<file path="src/logic/adcs_pkg.sv">
// Shared constants and types for the eight-input converter sequencer.
// Assumes a single core clock; one state of conversion time is one clock cycle.
`default_nettype none

package adcs_pkg;

  // Register indices as printed; the byte address is four times the index.
  localparam logic [15:0] IDX_RES_A = 16'hffe0;
  localparam logic [15:0] IDX_RES_B = 16'hffe2;
  localparam logic [15:0] IDX_RES_C = 16'hffe4;
  localparam logic [15:0] IDX_RES_D = 16'hffe6;
  localparam logic [15:0] IDX_CSR   = 16'hffe8;
  localparam logic [15:0] IDX_TRG   = 16'hffea;

  // Reset values.
  localparam logic [7:0] RES_RESET = 8'h00;
  localparam logic [7:0] CSR_RESET = 8'h00;
  localparam logic [7:0] TRG_RESET = 8'h7e;

  // Trigger register layout: bit 7 enables the pin, bits 6..1 read as one.
  localparam int unsigned TRG_EN_BIT   = 7;
  localparam int unsigned TRG_RSV_BIT  = 0;
  localparam logic [7:0]  TRG_ONES     = 8'h7e;

  // Conversion timing in states (clock cycles) for the two speeds.
  localparam int unsigned SLOW_CONV_STATES = 242;
  localparam int unsigned FAST_CONV_STATES = 122;
  localparam int unsigned SAR_BITS         = 8;
  localparam int unsigned SAMPLE_CYCLES    = 2;
  // Cycles per approximation step; rounded down so the limit is never passed.
  localparam int unsigned SLOW_STEP = (SLOW_CONV_STATES - SAMPLE_CYCLES) / SAR_BITS;
  localparam int unsigned FAST_STEP = (FAST_CONV_STATES - SAMPLE_CYCLES) / SAR_BITS;

  // Control/status register, laid out from bit 7 down to bit 0.
  typedef struct packed {
    logic conv_end_flag;
    logic conv_irq_enable;
    logic conv_start;
    logic scan_mode;
    logic conv_speed_sel;
    logic group_sel;
    logic chan_sel_hi;
    logic chan_sel_lo;
  } adcs_csr_t;

  // Drive towards the analog core: sample/hold, input select, trial code.
  typedef struct packed {
    logic       sample;
    logic [2:0] chan;
    logic [7:0] dac;
  } adcs_ana_t;

  // Sequencer states.
  typedef enum logic [1:0] {
    ADCS_IDLE   = 2'b00,
    ADCS_SAMPLE = 2'b01,
    ADCS_STEP   = 2'b10
  } adcs_state_t;

endpackage : adcs_pkg

`default_nettype wire

</file>
<file path="src/logic/adcs_regs.sv">
// Register file and conversion sequencer of the eight-input 8-bit converter.
// Assumes an APB master on core_clk, an analog core that samples on ana.sample
// and compares its input against ana.dac, and a standby level on core_clk.
//
// Added by the designer: the APB slave port.
`timescale 1ns/1ps
`default_nettype none

// Overview of operation
// RULE_01: Four read-only 8-bit result registers.
// RULE_02: Inputs n and n+4 share result register n.
// RULE_03: Results readable at any time.
// RULE_04: Results cleared on reset and standby.
// RULE_05: Control/status cleared on reset and standby.
// RULE_06: Trigger register loads 0x7e, trigger disabled.
// RULE_07: End flag set per conversion or scan pass.
// RULE_08: Flag cleared by read-one then write-zero.
// RULE_09: Interrupt requested when enabled and conversion completes.
// RULE_10: Conversions run only while start bit set.
// RULE_11: Single mode converts once, clears start.
// RULE_12: Scan mode repeats until start cleared.
// RULE_13: Mode bit: zero single, one scan.
// RULE_14: Conversion within 242 or 122 states.
// RULE_15: Software changes settings only while stopped.
// RULE_16: Single mode: group bit plus two-bit input.
// RULE_17: Scan converts group inputs zero up to selection.
// RULE_18: Enabled trigger pin sets start bit.
// RULE_19: Disabled trigger pin is ignored.
// RULE_20: Trigger bits 6..1 read one, ignore writes.
// RULE_21: Trigger bit 0 reserved, no effect.
// RULE_22: Trigger acts on falling pin edge.
// RULE_23: Eight approximation steps, result 0x00 to 0xff.
// RULE_24: Result stored in the converted channel's register.
// RULE_25: Interrupt held while flag and enable both set.
module adcs_regs #(
  parameter int unsigned ADDR_W = 18
) (
  input  wire logic              core_clk,
  input  wire logic              rst_n,
  input  wire logic              ce,
  input  wire logic              standby,
  input  wire logic              psel,
  input  wire logic              penable,
  input  wire logic              pwrite,
  input  wire logic [ADDR_W-1:0] paddr,
  input  wire logic [31:0]       pwdata,
  input  wire logic [3:0]        pstrb,
  output logic [31:0]            prdata,
  output logic                   pready,
  output logic                   pslverr,
  input  wire logic              ext_trig_n,
  input  wire logic              ana_cmp,
  output adcs_pkg::adcs_ana_t    ana,
  output logic                   conv_end_irq
);

  // Byte addresses of the registers, four times each index.
  localparam logic [ADDR_W-1:0] A_RES_A = ADDR_W'({adcs_pkg::IDX_RES_A, 2'b00});
  localparam logic [ADDR_W-1:0] A_RES_B = ADDR_W'({adcs_pkg::IDX_RES_B, 2'b00});
  localparam logic [ADDR_W-1:0] A_RES_C = ADDR_W'({adcs_pkg::IDX_RES_C, 2'b00});
  localparam logic [ADDR_W-1:0] A_RES_D = ADDR_W'({adcs_pkg::IDX_RES_D, 2'b00});
  localparam logic [ADDR_W-1:0] A_CSR   = ADDR_W'({adcs_pkg::IDX_CSR, 2'b00});
  localparam logic [ADDR_W-1:0] A_TRG   = ADDR_W'({adcs_pkg::IDX_TRG, 2'b00});
  localparam logic [4:0]        SLOW_L  = 5'(adcs_pkg::SLOW_STEP - 1);
  localparam logic [4:0]        FAST_L  = 5'(adcs_pkg::FAST_STEP - 1);
  localparam logic [4:0]        SMP_L   = 5'(adcs_pkg::SAMPLE_CYCLES - 1);

  // Pin synchronisers; stage one feeds only stage two.
  logic                  trig_s1;        // First trigger stage.
  logic                  trig_s2;        // Second trigger stage.
  logic                  trig_s3;        // Previous synchronised level.
  logic                  cmp_s1;         // First comparator stage.
  logic                  cmp_s2;         // Synchronised comparator.

  // Register and sequencer state with next values.
  adcs_pkg::adcs_csr_t   csr;            // Control/status register.
  adcs_pkg::adcs_csr_t   next_csr;
  logic                  trg_en;         // External trigger enable.
  logic                  next_trg_en;
  logic                  trg_rsv;        // Reserved bit, stored only.
  logic                  next_trg_rsv;
  logic [7:0]            res [4];        // Result registers A to D.
  logic [7:0]            next_res [4];
  logic                  flag_seen;      // Flag was read as one.
  logic                  next_flag_seen;
  logic                  ack;            // Access phase has waited once.
  logic                  next_ack;
  logic [31:0]           rdata;          // Captured read data.
  logic [31:0]           next_rdata;
  adcs_pkg::adcs_state_t state;          // Sequencer state.
  adcs_pkg::adcs_state_t next_state;
  logic [4:0]            cnt;            // Cycles within sample or step.
  logic [4:0]            next_cnt;
  logic [2:0]            bidx;           // Bit under trial.
  logic [2:0]            next_bidx;
  logic [1:0]            cur;            // Channel within group in scan.
  logic [1:0]            next_cur;
  logic [7:0]            code;           // Approximation register.
  logic [7:0]            next_code;
  adcs_pkg::adcs_ana_t   ana_q;          // Registered analog drive.
  adcs_pkg::adcs_ana_t   next_ana;

  // Combinational helpers.
  logic                  acc;            // Access phase present.
  logic                  hit;            // Address is mapped.
  logic                  trig_fall;      // Falling edge on trigger pin.
  logic [7:0]            sel_data;       // Read mux result.
  logic [1:0]            chan_idx;       // Channel being converted.
  logic [7:0]            done_code;      // Code with the bit under trial resolved.

  // The APB handshake is combinational; one wait state gives registered data.
  assign acc     = psel & penable;
  assign pready  = acc & ack & ce;
  assign pslverr = pready & ~hit;
  assign prdata  = rdata;
  assign ana     = ana_q;

  // Request persists while both enable and flag stand, dropping with either.
  assign conv_end_irq = csr.conv_end_flag & csr.conv_irq_enable; // RULE_09 RULE_25

  // A falling edge compares the second stage with the third stage only.
  assign trig_fall = trig_s3 & ~trig_s2; // RULE_22

  // Synchronisers run on every enabled clock; idle pin level is high.
  always_ff @(posedge core_clk) begin
    if (!rst_n) begin
      trig_s1 <= 1'b1;
      trig_s2 <= 1'b1;
      trig_s3 <= 1'b1;
      cmp_s1  <= 1'b0;
      cmp_s2  <= 1'b0;
    end else if (ce) begin
      trig_s1 <= ext_trig_n;
      trig_s2 <= trig_s1;
      trig_s3 <= trig_s2;
      cmp_s1  <= ana_cmp;
      cmp_s2  <= cmp_s1;
    end
  end

  // Address decode and read multiplexer; trigger bits 6..1 read as one.
  always_comb begin
    hit      = 1'b1;
    sel_data = 8'h00;
    case (paddr)
      A_RES_A: sel_data = res[0]; // RULE_03
      A_RES_B: sel_data = res[1];
      A_RES_C: sel_data = res[2];
      A_RES_D: sel_data = res[3];
      A_CSR:   sel_data = csr;
      A_TRG:   sel_data = {trg_en, 6'h3f, trg_rsv} | adcs_pkg::TRG_ONES; // RULE_20
      default: hit = 1'b0;
    endcase
  end

  // Channel for the current conversion: direct in single mode, counted in scan.
  always_comb begin
    chan_idx  = csr.scan_mode ? cur : {csr.chan_sel_hi, csr.chan_sel_lo}; // RULE_13 RULE_16
    done_code = cmp_s2 ? code : (code & ~(8'h01 << bidx));
  end

  // Next-state logic for the registers, the bus and the sequencer.
  always_comb begin
    next_csr       = csr;
    next_trg_en    = trg_en;
    next_trg_rsv   = trg_rsv;
    next_res       = res;
    next_flag_seen = flag_seen;
    next_ack       = acc & ~ack;
    next_rdata     = rdata;
    next_state     = state;
    next_cnt       = cnt;
    next_bidx      = bidx;
    next_cur       = cur;
    next_code      = code;
    next_ana       = ana_q;

    // First access cycle captures read data; a flag read as one is noted.
    if (acc && !ack && !pwrite) begin
      next_rdata = {24'h000000, sel_data};
      if (paddr == A_CSR && csr.conv_end_flag) begin
        next_flag_seen = 1'b1; // RULE_08
      end
    end

    // Writes take effect at the completing edge; result registers ignore them.
    if (pready && pwrite && pstrb[0]) begin
      if (paddr == A_CSR) begin
        next_csr.conv_irq_enable = pwdata[6];
        next_csr.conv_start      = pwdata[5];
        next_csr.scan_mode       = pwdata[4];
        next_csr.conv_speed_sel  = pwdata[3];
        next_csr.group_sel       = pwdata[2];
        next_csr.chan_sel_hi     = pwdata[1];
        next_csr.chan_sel_lo     = pwdata[0];
        // Writing one to the flag does nothing; zero clears only after a read.
        if (!pwdata[7] && flag_seen) begin
          next_csr.conv_end_flag = 1'b0; // RULE_08
          next_flag_seen         = 1'b0;
        end
      end else if (paddr == A_TRG) begin
        next_trg_en  = pwdata[adcs_pkg::TRG_EN_BIT];
        next_trg_rsv = pwdata[adcs_pkg::TRG_RSV_BIT]; // RULE_21
      end
    end

    // The pin can only set the start bit, and only while enabled.
    if (trg_en && trig_fall) begin
      next_csr.conv_start = 1'b1; // RULE_18
    end // RULE_19

    // Sequencer.
    case (state)
      adcs_pkg::ADCS_IDLE: begin
        next_cnt = 5'h00;
        next_cur = 2'b00;
        if (csr.conv_start) begin
          next_state = adcs_pkg::ADCS_SAMPLE; // RULE_10
        end
      end
      adcs_pkg::ADCS_SAMPLE: begin
        next_cnt = cnt + 5'h01;
        if (cnt == SMP_L) begin
          next_state = adcs_pkg::ADCS_STEP;
          next_cnt   = 5'h00;
          next_bidx  = 3'h7;
          next_code  = 8'h80;
        end
      end
      adcs_pkg::ADCS_STEP: begin
        next_cnt = cnt + 5'h01;
        // Each step keeps its trial bit only if the input lies at or above it.
        if (cnt == (csr.conv_speed_sel ? FAST_L : SLOW_L)) begin // RULE_14
          next_cnt  = 5'h00;
          next_code = done_code; // RULE_23
          if (bidx != 3'h0) begin
            next_bidx = bidx - 3'h1;
            next_code = done_code | (8'h01 << (bidx - 3'h1));
          end else begin
            next_res[chan_idx] = done_code; // RULE_02 RULE_24
            if (!csr.scan_mode) begin
              next_state                = adcs_pkg::ADCS_IDLE;
              next_csr.conv_start       = 1'b0; // RULE_11
              next_csr.conv_end_flag    = 1'b1; // RULE_07
            end else begin
              // Scan wraps to the group's first input after the last one.
              next_state = adcs_pkg::ADCS_SAMPLE; // RULE_12
              if (cur == {csr.chan_sel_hi, csr.chan_sel_lo}) begin // RULE_17
                next_cur               = 2'b00;
                next_csr.conv_end_flag = 1'b1; // RULE_07
              end else begin
                next_cur = cur + 2'b01;
              end
            end
          end
        end
      end
      default: begin
        next_state = adcs_pkg::ADCS_IDLE;
      end
    endcase

    // Clearing the start bit stops the sequencer at once, mid-conversion too.
    if (!csr.conv_start && state != adcs_pkg::ADCS_IDLE) begin
      next_state = adcs_pkg::ADCS_IDLE; // RULE_10 RULE_12
    end

    // Analog drive follows the next state so it leaves a flip-flop.
    next_ana.sample = (next_state == adcs_pkg::ADCS_SAMPLE);
    next_ana.chan   = {csr.group_sel,
                       csr.scan_mode ? next_cur : {csr.chan_sel_hi, csr.chan_sel_lo}};
    next_ana.dac    = next_code;
  end

  // Reset and standby entry both return every register except the synchronisers to its default.
  always_ff @(posedge core_clk) begin
    if (!rst_n || standby) begin
      csr       <= adcs_pkg::CSR_RESET; // RULE_05
      trg_en    <= adcs_pkg::TRG_RESET[adcs_pkg::TRG_EN_BIT]; // RULE_06
      trg_rsv   <= adcs_pkg::TRG_RESET[adcs_pkg::TRG_RSV_BIT];
      for (int i = 0; i < 4; i++) begin
        res[i] <= adcs_pkg::RES_RESET; // RULE_01 RULE_04
      end
      flag_seen <= 1'b0;
      ack       <= 1'b0;
      rdata     <= 32'h00000000;
      state     <= adcs_pkg::ADCS_IDLE;
      cnt       <= 5'h00;
      bidx      <= 3'h0;
      cur       <= 2'b00;
      code      <= 8'h00;
      ana_q     <= '0;
    end else if (ce) begin
      csr       <= next_csr;
      trg_en    <= next_trg_en;
      trg_rsv   <= next_trg_rsv;
      res       <= next_res;
      flag_seen <= next_flag_seen;
      ack       <= next_ack;
      rdata     <= next_rdata;
      state     <= next_state;
      cnt       <= next_cnt;
      bidx      <= next_bidx;
      cur       <= next_cur;
      code      <= next_code;
      ana_q     <= next_ana;
    end
  end

endmodule : adcs_regs

`default_nettype wire

</file>
<file path="config.mk">
export PLATFORM = sky130hd
export DESIGN_NAME = adcs_regs
export DESIGN_NICKNAME = d
export VERILOG_FILES = /design/src/logic/adcs_pkg.sv /design/src/logic/adcs_regs.sv
export SDC_FILE = /design/constraint.sdc
export NUM_CORES = 1
export LEC_CHECK = 0
export BUFFER_PORTS_ARGS = -buffer_cell sky130_fd_sc_hd__buf_2
export CAP_MARGIN = 20
export CORE_MARGIN = 1
export CORE_UTILIZATION = 54
export DETAILED_ROUTE_END_ITERATION = 10
export GPL_ROUTABILITY_DRIVEN = 0
export PLACE_DENSITY = 0.87
export SYNTH_ARGS = -nofsm -noshare
export SYNTH_HDL_FRONTEND = slang
export SYNTH_SLANG_ARGS = --single-unit
</file>
<file path="constraint.sdc">
create_clock -name core_clk -period 2.5 [get_ports core_clk]
set_input_delay 0.25 -clock core_clk [delete_from_list [all_inputs] [get_ports core_clk]]
set_output_delay 0.25 -clock core_clk [all_outputs]
set_load 0.01 [all_outputs]
</file>
* Yosys cells after proc, flatten, opt, wreduce, memory -nomap -nowiden
Index checks and enable logic that the tools add are counted.
** Operators by class
- Add/sub/neg operators :: 3
- Order comparisons :: 2
- Equality and inequality tests :: 15
- Shifts and indexed selects :: 2
- Muxes and demuxes :: 50
- Bitwise logic cells :: 16
- Reduce and logical (&&, ||, !) cells :: 28
** Operator list (count)
- == test 18 bit (second input constant) :: 6
- two-way mux 8 bit :: 7
- one-hot mux 8 bit (6 select lines) :: 1
- bitwise mux 32 bit :: 1
- two-way mux 2 bit :: 11
- two-way mux 1 bit :: 18
- demux 8 bit (select 2 bit) :: 1
- one-hot mux 8 bit (2 select lines) :: 1
- left shift 1 x 3 -> 8 bit (first input constant) :: 2
- two-way mux 5 bit :: 3
- one-hot mux 5 bit (3 select lines) :: 1
- AND reduction 4 bit :: 3
- logical AND 1 bit :: 9
- two-way mux 3 bit :: 3
- AND 8 bit :: 1
- NOT 8 bit :: 1
- bitwise OR 8 bit :: 1
- AND 1 bit :: 7
- inequality test 2 bit (second input constant) :: 3
- one-hot mux 2 bit (3 select lines) :: 1
- one-hot mux 3 bit (2 select lines) :: 1
- nonzero test 3 bit :: 2
- OR reduction 6 bit :: 1
- adder 5 x 1 -> 5 bit (second input constant) :: 1
- other kinds (19) :: 30
** Storage, ports and cells
- Bits in registers :: 81
- Input port bits :: 63
- Output and inout bits :: 47
- Logic and storage cells :: 145

* Depth between registers and ports, before layout
Gate-level depths: netlist of the first run.
- Depth in word-level cells :: 11
- Depth in mapped cells :: 8

* Least setup slack after synthesis of the first run
OpenSTA, ideal clock, no wires.
- Path kind :: register to register
- Start point :: reg cnt[0]
- End point :: reg ana_q, in the netlist ana[5]
- Setup time :: 0.070 ns
- Data arrival time :: 2.158 ns
- Data required time :: 2.430 ns
- Path slack :: 0.271 ns
- Cell stages (with the launch flop) :: 8
- Path buffers :: 1
- Period minus slack after synthesis :: 2.229 ns
- Cell sequence :: dfxtp_1 -> ha_1 -> or4b_2 -> a21boi_4 -> o211ai_1 -> buf_2 -> or3_1 -> a21oi_1
** Between the ends
- Cells in the longest elaborated chain, start to end :: 3
** RTL lines
- start: declaration :: line adcs_regs.sv:92 : logic [4:0] cnt;
- start signal: assignment :: line adcs_regs.sv:302 : cnt <= next_cnt;
- == test 5 bit or == test 5 x 1 -> 1 bit (tied branches) :: line adcs_regs.sv:233, adcs_regs.sv:223
- inequality test 2 bit (no source line)
- AND reduction 4 bit (no source line) (*)
- end signal: assignment :: line adcs_regs.sv:306 : ana_q <= next_ana;
- end: declaration :: line adcs_regs.sv:100 : adcs_pkg::adcs_ana_t ana_q;
Mark *: on every way between the ends. The rest lies on a longest branch, timed or not.
A chain may end at the register's enable or synchronous reset.

* Final worst setup path of the first run
- Start point :: reg cnt[1]
- End point :: reg res[24] in the netlist's numbering
** Between the ends
- Cells in the longest elaborated chain, start to end :: 2
** RTL lines
- == test 5 bit :: line adcs_regs.sv:233 : if (cnt == (csr.conv_speed_sel ? FAST_L : SLOW_L)) begin
- AND reduction 4 bit (no source line)
- end signal: indexed assignment :: line adcs_regs.sv:282 : res[i] <= adcs_pkg::RES_RESET;
- end signal: assignment :: line adcs_regs.sv:297 : res <= next_res;
- end: declaration :: line adcs_regs.sv:82 : logic [7:0] res [4];
No other way between the ends.

==> impl_metrics.tcl, run 1 <==
set metrics [dict create \
    status "finished clean" \
    io_pins 110 \
    avgSynthCellArea_um2 8.45 \
    n_fill_cell 636 \
    cp.arrival_ns 2.64 \
    n_antenna_cell 0 \
    place_ws_ns 0.0154 \
    async_flop_share_pct 0 \
    power_switching_share_pct 24.4 \
    clkLatencyLatePin_ns 0.37 \
    ys_warn_count 0 \
    cts_tree "yes" \
    dp.cells 673 \
    fp.dieH_um 92.5 \
    cp.required_ns 2.80 \
    core-area_um2 7810 \
    power_frac_seq_pct 52.7 \
    grt_max_degree 38 \
    max_freq_mhz 426 \
    finalSetupTns_ns 0 \
    hold_class "in -> reg" \
    io_buffers 58 \
    cts_buffer_depth 2 \
    post_drt_wl_per_cell_um 16.0 \
    critPathLaunchType "register" \
    vias_per_cell 6.02 \
    critPathKind "reg -> reg" \
    vias 4159 \
    synth_area_um2 4420 \
    grt-ovfl-total 0 \
    relSlewSlack_pct 46.8 \
    synthAdderAreaFrac_pct 3.40 \
    cts_made_buffers 9 \
    htreeDepth 3 \
    synth_ff_type "dfxtp_1" \
    clockRootBuffer "clkbuf_8" \
    firstDrtPassIters 5 \
    cts_hold_buf 0 \
    rows 32 \
    fp.dieW_um 92.5 \
    rsz0062_at_grt "no" \
    fin_cells 691 \
    dieArea_um2 8550 \
    grt_pass1_vias 3801 \
    grt_pass1_wl_um 17800 \
    clk_pin_slew_ns 0.09 \
    finalClockSkew_ns 0.0145 \
    dr.first_iter.drc_count 292 \
    synth-edff-count 0 \
    initial_core_util_pct 56.6 \
    crit_path_max_fanout 11 \
    yosys.area_share.simple_pct 19.4 \
    seq_area_um2 1620 \
    p_comb_share_pct 5.7 \
    ys_ff_latch 81 \
    finalWorstSetupSlack_ns 0.151 \
    final_nets 659 \
    drv_cap 0 \
    hpwl_um 7800 \
    p_int_w 0.00187 \
    syn_inst 523 \
    setup_violations 0 \
    worst_pin_slew_ns 0.792 \
    yosysUniqueCellTypes 63 \
    irDropWorstVdd_uv 245 \
    synthToLayoutAreaGrowth_pct 13.3 \
    drive_above_1_share_pct 20.4 \
    period_needed_ns 2.35 \
    switching_power_w 0.000603 \
    clkSinkCount 81 \
    finalCritPeriodShare_pct 94.0 \
    muxShareOfSynthArea_pct 10.3 \
    track_usage_pct 26.4 \
    ant_nets 0 \
    ys_seq_area_share_pct 36.7 \
    final_common_cell "dfxtp_1" \
    antenna_found_initial 0 \
    leakage_nw 1.95 \
    synth_top_family_by_area "compound AO/OA/AOI/OAI gates" \
    layout_common_cells "dfxtp_1 (80), buf_2 (58), a21oi_1 (57), nand2_1 (49), o21ai_0 (42)" \
    synth-xor-area-share_pct 0.991 \
    synth_compound_area_share_pct 20.9 \
    wl_um 11000 \
    finalMaxSlewViolations 0 \
    hold_viol_final 0 \
    power_density_nw_per_um2 493 \
    cp-end-kind "register" \
    drcViolationCount 0 \
    multiInputGateArea_um2 2520 \
    clkPwrFrac_pct 41.6 \
]
[worst max-delay path: stages, from the launching register on]
cell	delay, ns
dfxtp_1	0.42
or4bb_1	0.60
a211o_1	0.48
nor2_2	0.46
nand2_1	0.13
a21oi_1	0.18
[routing by layer]
metal,GRT usage [%],vias up,routed length (um)
li1,-,1961,-
met1,33.7,1970,4640
met2,43.0,201,5280
met3,4.60,27,794
met4,13.2,0,319
met5,0,-,0
[final cells by class]
class | count | area share (%)
Timing Repair Buffer | 82 | 9.40
Multi-Input combinational cell | 396 | 50.3
Clock buffer | 11 | 3.02
Tap cell | 102 | 2.55
Sequential cell | 81 | 32.4
Clock inverter | 5 | 1.25
Inverter | 14 | 1.05
[metrics by stage]
stage / power (W) / area, um^2 / hold WS [ns] / util [%]
finish: 0.00247 / 5010 / 0.104 / 64.1
global route: 0.00254 / 5010 / 0.111 / 64.1
CTS: 0.00247 / 5010 / 0.100 / 64.1
detailed placement: 0.00147 / 4780 / 0.446 / 61.2
global placement: 0.00146 / 4780 / 0.441 / 61.2
floorplan: 0.00145 / 4500 / 0.312 / -
[power by group through the flow]
stage	logic, W	clock network [W]	registers [W]
final	0.000141	0.00103	0.00130
after global routing	0.000154	0.00108	0.00130
after CTS	0.000140	0.00103	0.00130
after detailed placement	0.000139	0	0.00133
after global placement	0.000134	0	0.00133
after floorplan	0.000116	0	0.00133
[sequential cells by signal, summed over array words and instances, names as in the netlist]
| register | cells |
|---|---|
| trig_s3 | 1 |
| trig_s2 | 1 |
| cur | 2 |
| cnt | 5 |
| cmp_s2 | 1 |
| cmp_s1 | 1 |
| trig_s1 | 1 |
| bidx | 3 |
| csr | 8 |
| res | 32 |
| trg_rsv | 1 |
| ana | 12 |
| trg_en | 1 |
| flag_seen | 1 |
| prdata | 8 |
| state | 2 |
| ack | 1 |
[final timing paths]
check | depth (start not counted) | slack [ns] | start | end
worst max-delay path | 5 | 0.15 | cnt[1] | res[24]
worst min register to register | 2 | 0.46 | res[27] | res[27]
worst max register to register | 5 | 0.15 | cnt[1] | res[24]
worst min-delay path | 3 | 0.10 | ext_trig_n | trig_s1
[synthesized netlist by cell type (3+ instances only)]
library cell | count | area [um^2]
o22ai_1 | 8 | 50.1
o22a_1 | 6 | 52.6
o31ai_1 | 5 | 37.5
mux2i_1 | 33 | 330
xor2_1 | 5 | 43.8
inv_1 | 13 | 48.8
nand2b_1 | 11 | 68.8
nand4_1 | 7 | 43.8
nand4b_1 | 5 | 43.8
o21ai_0 | 42 | 210
o211ai_1 | 4 | 30.0
buf_4 | 24 | 180
clkbuf_1 | 27 | 101
nor3_1 | 11 | 55.1
nor2_1 | 29 | 109
ha_1 | 12 | 150
nor2b_1 | 9 | 56.3
dfxtp_1 | 81 | 1620
nand3_1 | 15 | 75.1
a21oi_1 | 57 | 285
mux2_2 | 7 | 78.8
or3_1 | 4 | 25.0
a31oi_1 | 3 | 18.8
a21boi_0 | 5 | 37.5
nand2_1 | 49 | 184
[cells by family (layout without fill, tap and decap cells)]
family | Yosys count | in the layout
other | 1 | 24
muxes | 42 | 42
DFF | 81 | 81
and+or+nand+nor | 161 | 161
buffers and inverters | 69 | 112
xor gates and xnor gates | 5 | 5
AOI/OAI and AO/OA | 152 | 152
adders and majority gates | 12 | 12
[repair_timing]
| item | CTS | global route |
|---|---|---|
| resized for setup | 0 | 1 |
| buffers inserted | 2 | 0 |
| pin swaps | 1 | 0 |
| setup endpoints to repair | 4 | 3 |
Power figures use the tool's default switching activity.
==> run 2: changes to the inputs <==
--- a/config.mk
+++ b/config.mk
@@ -7,7 +7,7 @@
 export LEC_CHECK = 0
 export BUFFER_PORTS_ARGS = -buffer_cell sky130_fd_sc_hd__buf_2
 export CAP_MARGIN = 20
-export CORE_MARGIN = 1
+export CORE_MARGIN = 3
 export CORE_UTILIZATION = 54
 export DETAILED_ROUTE_END_ITERATION = 10
 export GPL_ROUTABILITY_DRIVEN = 0
==> run 2 against run 1 <==
Effect of this change: total power decreased by 4.1%; via count shrank 1.4%; final cell count down 0.14%; critical path depth rose by 1; fmax is essentially flat; routed wire length up 2.5%; critical endpoint is now res[31]; largest cell class unchanged; highest routed layer unchanged.
==> impl_metrics.tcl, run 2 (same netlist as run 1, synthesis figures left out) <==
set metrics [dict create \
    crit_buf_inv 1 \
    clockRootBuffer "clkbuf_8" \
    critPathLaunchType "register" \
    rsz0062_at_grt "no" \
    ant_nets 0 \
    cp-end-kind "register" \
    drv_cap 0 \
    cp.required_ns 2.79 \
    crit_path_max_fanout 11 \
    dieArea_um2 9300 \
    post_drt_wl_per_cell_um 16.4 \
    hpwl_um 8120 \
    dr.first_iter.drc_count 327 \
    track_usage_pct 24.7 \
    cts_made_buffers 9 \
    fp.dieW_um 96.5 \
    largest_reg_flops 32 \
    cts_hold_buf 0 \
    io_buffers 58 \
    synthToLayoutAreaGrowth_pct 12.7 \
    clk_pin_slew_ns 0.08 \
    finalMaxSlewViolations 0 \
    final_common_cell "dfxtp_1" \
    n_fill_cell 628 \
    fin_cells 690 \
    n_antenna_cell 0 \
    vias 4099 \
    drcViolationCount 0 \
    final_nets 659 \
    period_needed_ns 2.35 \
    layout_common_cells "dfxtp_1 (81), buf_2 (58), a21oi_1 (57), nand2_1 (49), o21ai_0 (42)" \
    dp.cells 675 \
    drive_above_1_share_pct 19.9 \
    slowest_delay_ns 0.59 \
    hold_viol_final 0 \
    grt-ovfl-total 0 \
    finalSetupTns_ns 0 \
    wl_um 11300 \
    final_cell_area_um2 4980 \
    firstDrtPassIters 5 \
    crit_family "simple AND/OR/NAND/NOR gates" \
    relSlewSlack_pct 56.1 \
    clkSinkCount 81 \
    worst_pin_slew_ns 0.653 \
    htreeDepth 3 \
    finalCritPeriodShare_pct 93.9 \
    post-route-util_pct 63.5 \
    vias_per_cell 5.94 \
    max_freq_mhz 426 \
    core-area_um2 7850 \
    finalPower_w 0.00237 \
    grt_max_degree 37 \
    status "finished clean" \
    io_pins 110 \
    clkLatencyLatePin_ns 0.36 \
    initial_core_util_pct 56.3 \
    cts_buffer_depth 2 \
    power_density_nw_per_um2 475 \
    grt_pass1_wl_um 17900 \
    antenna_found_initial 0 \
    cp.arrival_ns 2.64 \
    cts_tree "yes" \
    top_register "res" \
    grt_pass1_vias 3808 \
    dpl_cell_area_um2 4790 \
    crit_path_cell_trace "buf_4, or4bb_1, a211o_1, nor2_2, nand2_1, a21oi_1" \
    leakage_nw 1.94 \
    setup_violations 0 \
    finalClockSkew_ns 0.00819 \
    hold_class "in -> reg" \
    rows 32 \
    cp_slowest_cell "or4bb_1" \
    irDropWorstVdd_uv 312 \
    critPathKind "reg -> reg" \
    fp.dieH_um 96.5 \
]
## run 2: timing repair
action	in CTS	in global routing
resized for setup	0	1
buffers inserted	0	0
setup endpoints to repair	0	3
## run 2: worst paths after layout
path / from / to / slack, ns / depth (start not counted)
worst max-delay path: cnt[0] / res[31] / 0.15 / 6
worst max register to register: cnt[0] / res[31] / 0.15 / 6
worst min register to register: ana[11] / ana[11] / 0.46 / 2
worst min-delay path: ext_trig_n / trig_s1 / 0.11 / 3
## run 2: area by class of cell
cell class	instances	area, um^2	area share (%)
clock inverter	5	57.6	1.16
timing repair buffer	82	470	9.44
tap	102	128	2.56
sequential	81	1620	32.6
inverter	14	52.6	1.06
multi-input combinational	396	2520	50.7
clock buffer	10	128	2.56
## run 2: worst reg2reg max path, cell delays in order (launching register included)
cell,delay (ns)
dfxtp_1,0.33
buf_4,0.15
or4bb_1,0.59
a211o_1,0.48
nor2_2,0.43
nand2_1,0.13
a21oi_1,0.17
## run 2: routing by layer
metal / part of all wire (%) / global-route usage (%) / up-vias
met5: 0 / 0 / -
met1: 41 / 31.8 / 1908
met2: 48 / 40.6 / 193
met3: 8.5 / 5.19 / 39
met4: 2.9 / 9.93 / 0
li1: - / - / 1959
## run 2: power breakdown
| group | switching, W | internal (W) |
|---|---|---|
| clock | 0.000470 | 0.000454 |
| sequential | 0.00000505 | 0.00129 |
| combinational | 0.0000919 | 0.0000503 |
## run 2: stage by stage
step           hold slack (ns)  worst slack [ns]
2_1_floorplan            0.312             0.271
3_3_place_gp             0.440             0.222
3_5_place_dp             0.447             0.175
4_1_cts                  0.113             0.124
5_1_grt                  0.115            0.0252
6_report                 0.113             0.153
==> run 3: changes to the inputs <==
--- a/config.mk
+++ b/config.mk
@@ -7,6 +7,7 @@
 export LEC_CHECK = 0
 export BUFFER_PORTS_ARGS = -buffer_cell sky130_fd_sc_hd__buf_2
 export CAP_MARGIN = 20
+export CORE_ASPECT_RATIO = 0.9
 export CORE_MARGIN = 3
 export CORE_UTILIZATION = 54
 export DETAILED_ROUTE_END_ITERATION = 10
==> run 3 against run 2 <==
Effect of this change: cell area down 0.38%; sequential power about the same; register-to-register slack better by 0.02 ns; die area about the same; clock skew up 0.0033 ns; critical path depth down 1; clock power about the same; final cell count down 1.0%; utilization up 0.70 points; routed wire length down 0.97%; sequential share of layout area up 0.15 points; critical path type unchanged; largest power group unchanged; highest routed layer unchanged.
==> impl_metrics.tcl, run 3 (same netlist as run 1, synthesis figures left out) <==
set metrics [dict create \
    fin_cells 683 \
    relSlewSlack_pct 52.7 \
    track_usage_pct 23.7 \
    dieArea_um2 9300 \
    use_met3_pct 5.48 \
    p_int_w 0.00180 \
    fp.dieH_um 91.8 \
    grt-ovfl-total 0 \
    post_drt_wl_per_cell_um 16.4 \
    htreeDepth 3 \
    clkPwrFrac_pct 39.1 \
    grt.busiest_layer "met2" \
    clkLatencyLatePin_ns 0.36 \
    clk_pin_slew_ns 0.08 \
    drcViolationCount 0 \
    grt_pass1_vias 3730 \
    status "finished clean" \
    grt_max_degree 34 \
    dr.first_iter.drc_count 374 \
    setup_violations 0 \
    critPathKind "reg -> reg" \
    layout_common_cells "dfxtp_1 (80), buf_2 (58), a21oi_1 (57), nand2_1 (49), o21ai_0 (42)" \
    leakage_nw 1.93 \
    hold_class "in -> reg" \
    cp.arrival_ns 2.61 \
    final_common_cell "dfxtp_1" \
    cp-end-kind "register" \
    grtUsageMet1_pct 31.6 \
    grt_pass1_wl_um 17800 \
    vias 4093 \
    synthToLayoutAreaGrowth_pct 12.3 \
    finalSetupTns_ns 0 \
    core-area_um2 7730 \
    io_buffers 58 \
    power_switching_share_pct 23.7 \
    hpwl_um 8170 \
    final_nets 657 \
    p_comb_share_pct 5.9 \
    wl_um 11200 \
    cp.required_ns 2.79 \
    finalClockSkew_ns 0.0115 \
    n_antenna_cell 0 \
    antenna_found_initial 0 \
    n_fill_cell 635 \
    crit_path_max_fanout 14 \
    clockRootBuffer "clkbuf_8" \
    largest_reg_flops 32 \
    drv_cap 0 \
    cts_tree "yes" \
    power_frac_seq_pct 55.0 \
    switching_power_w 0.000559 \
    drive_above_1_share_pct 19.8 \
    ant_nets 0 \
    finalCritPeriodShare_pct 92.9 \
    initial_core_util_pct 57.1 \
    period_needed_ns 2.32 \
    firstDrtPassIters 5 \
    finalMaxSlewViolations 0 \
    critPathLaunchType "register" \
    vias_per_cell 5.99 \
    top_register "res" \
    io_pins 110 \
    power_density_nw_per_um2 476 \
    cts_made_buffers 9 \
    fp.dieW_um 101 \
    rows 30 \
    grt_use_met2_pct 37.9 \
    hold_viol_final 0 \
    dp.cells 666 \
    worst_pin_slew_ns 0.704 \
    finalPower_w 0.00236 \
    holdWs_ns 0.106 \
    max_freq_mhz 431 \
    post-route-util_pct 64.2 \
    cts_buffer_depth 2 \
    rsz0062_at_grt "no" \
    clkSinkCount 81 \
    irDropWorstVdd_uv 364 \
]
run 3: changes by cell type in the layout (fill, tap and decap cells not counted), sizes merged:
cell / change
buf: -2
clkinv: +2
clkinvlp: -2
clkbuf: +1
run 3: metal layers:
| metal | share of wire (%) | vias up |
|---|---|---|
| li1 | - | 1956 |
| met1 | 43 | 1934 |
| met2 | 47 | 184 |
| met3 | 8.5 | 19 |
| met4 | 1.6 | 0 |
| met5 | 0 | - |
run 3: path summary, 6_finish.rpt:
check / startpoint / endpoint / slack [ns] / cells past startpoint
max: cnt[1] / res[31] / 0.18 / 5
min: ext_trig_n / trig_s1 / 0.11 / 3
max reg2reg: cnt[1] / res[31] / 0.18 / 5
min reg2reg: ana[2] / ana[2] / 0.47 / 2
run 3: metrics by stage:
| step | setup WS (ns) | area [um^2] |
|---|---|---|
| finish | 0.177 | 4960 |
| global route | 0.0302 | 4960 |
| CTS | 0.0579 | 4950 |
| detailed placement | 0.100 | 4760 |
| global placement | 0.195 | 4760 |
| floorplan | 0.271 | 4500 |
run 3: layout make-up:
type	instances	area [um^2]	area share (%)
inverters	14	52.6	1.06
clock inverters	5	56.3	1.13
multi-input cells	396	2520	50.9
clock buffers	11	131	2.65
well taps	96	120	2.42
flip-flops and latches	81	1620	32.7
repair buffers	80	455	9.18
run 3: power groups by stage:
stage	logic (W)	registers (W)	clock network (W)
after floorplan	0.000116	0.00133	0
after global placement	0.000134	0.00133	0
after detailed placement	0.000137	0.00133	0
after CTS	0.000138	0.00130	0.000944
after global routing	0.000153	0.00130	0.000992
final	0.000141	0.00130	0.000923
run 3: timing repair:
action | 4_1_cts | 5_1_grt
hold buffers | 0 | 0
setup endpoints to repair | 0 | 6
gates resized for setup | 0 | 2
buffers inserted | 0 | 1
run 3: worst max-delay path, cell delays in order (launching register included):
cell,delay [ns]
dfxtp_1,0.43
or4bb_1,0.60
a211o_1,0.51
nor2_2,0.44
nand2_1,0.11
a21oi_1,0.17
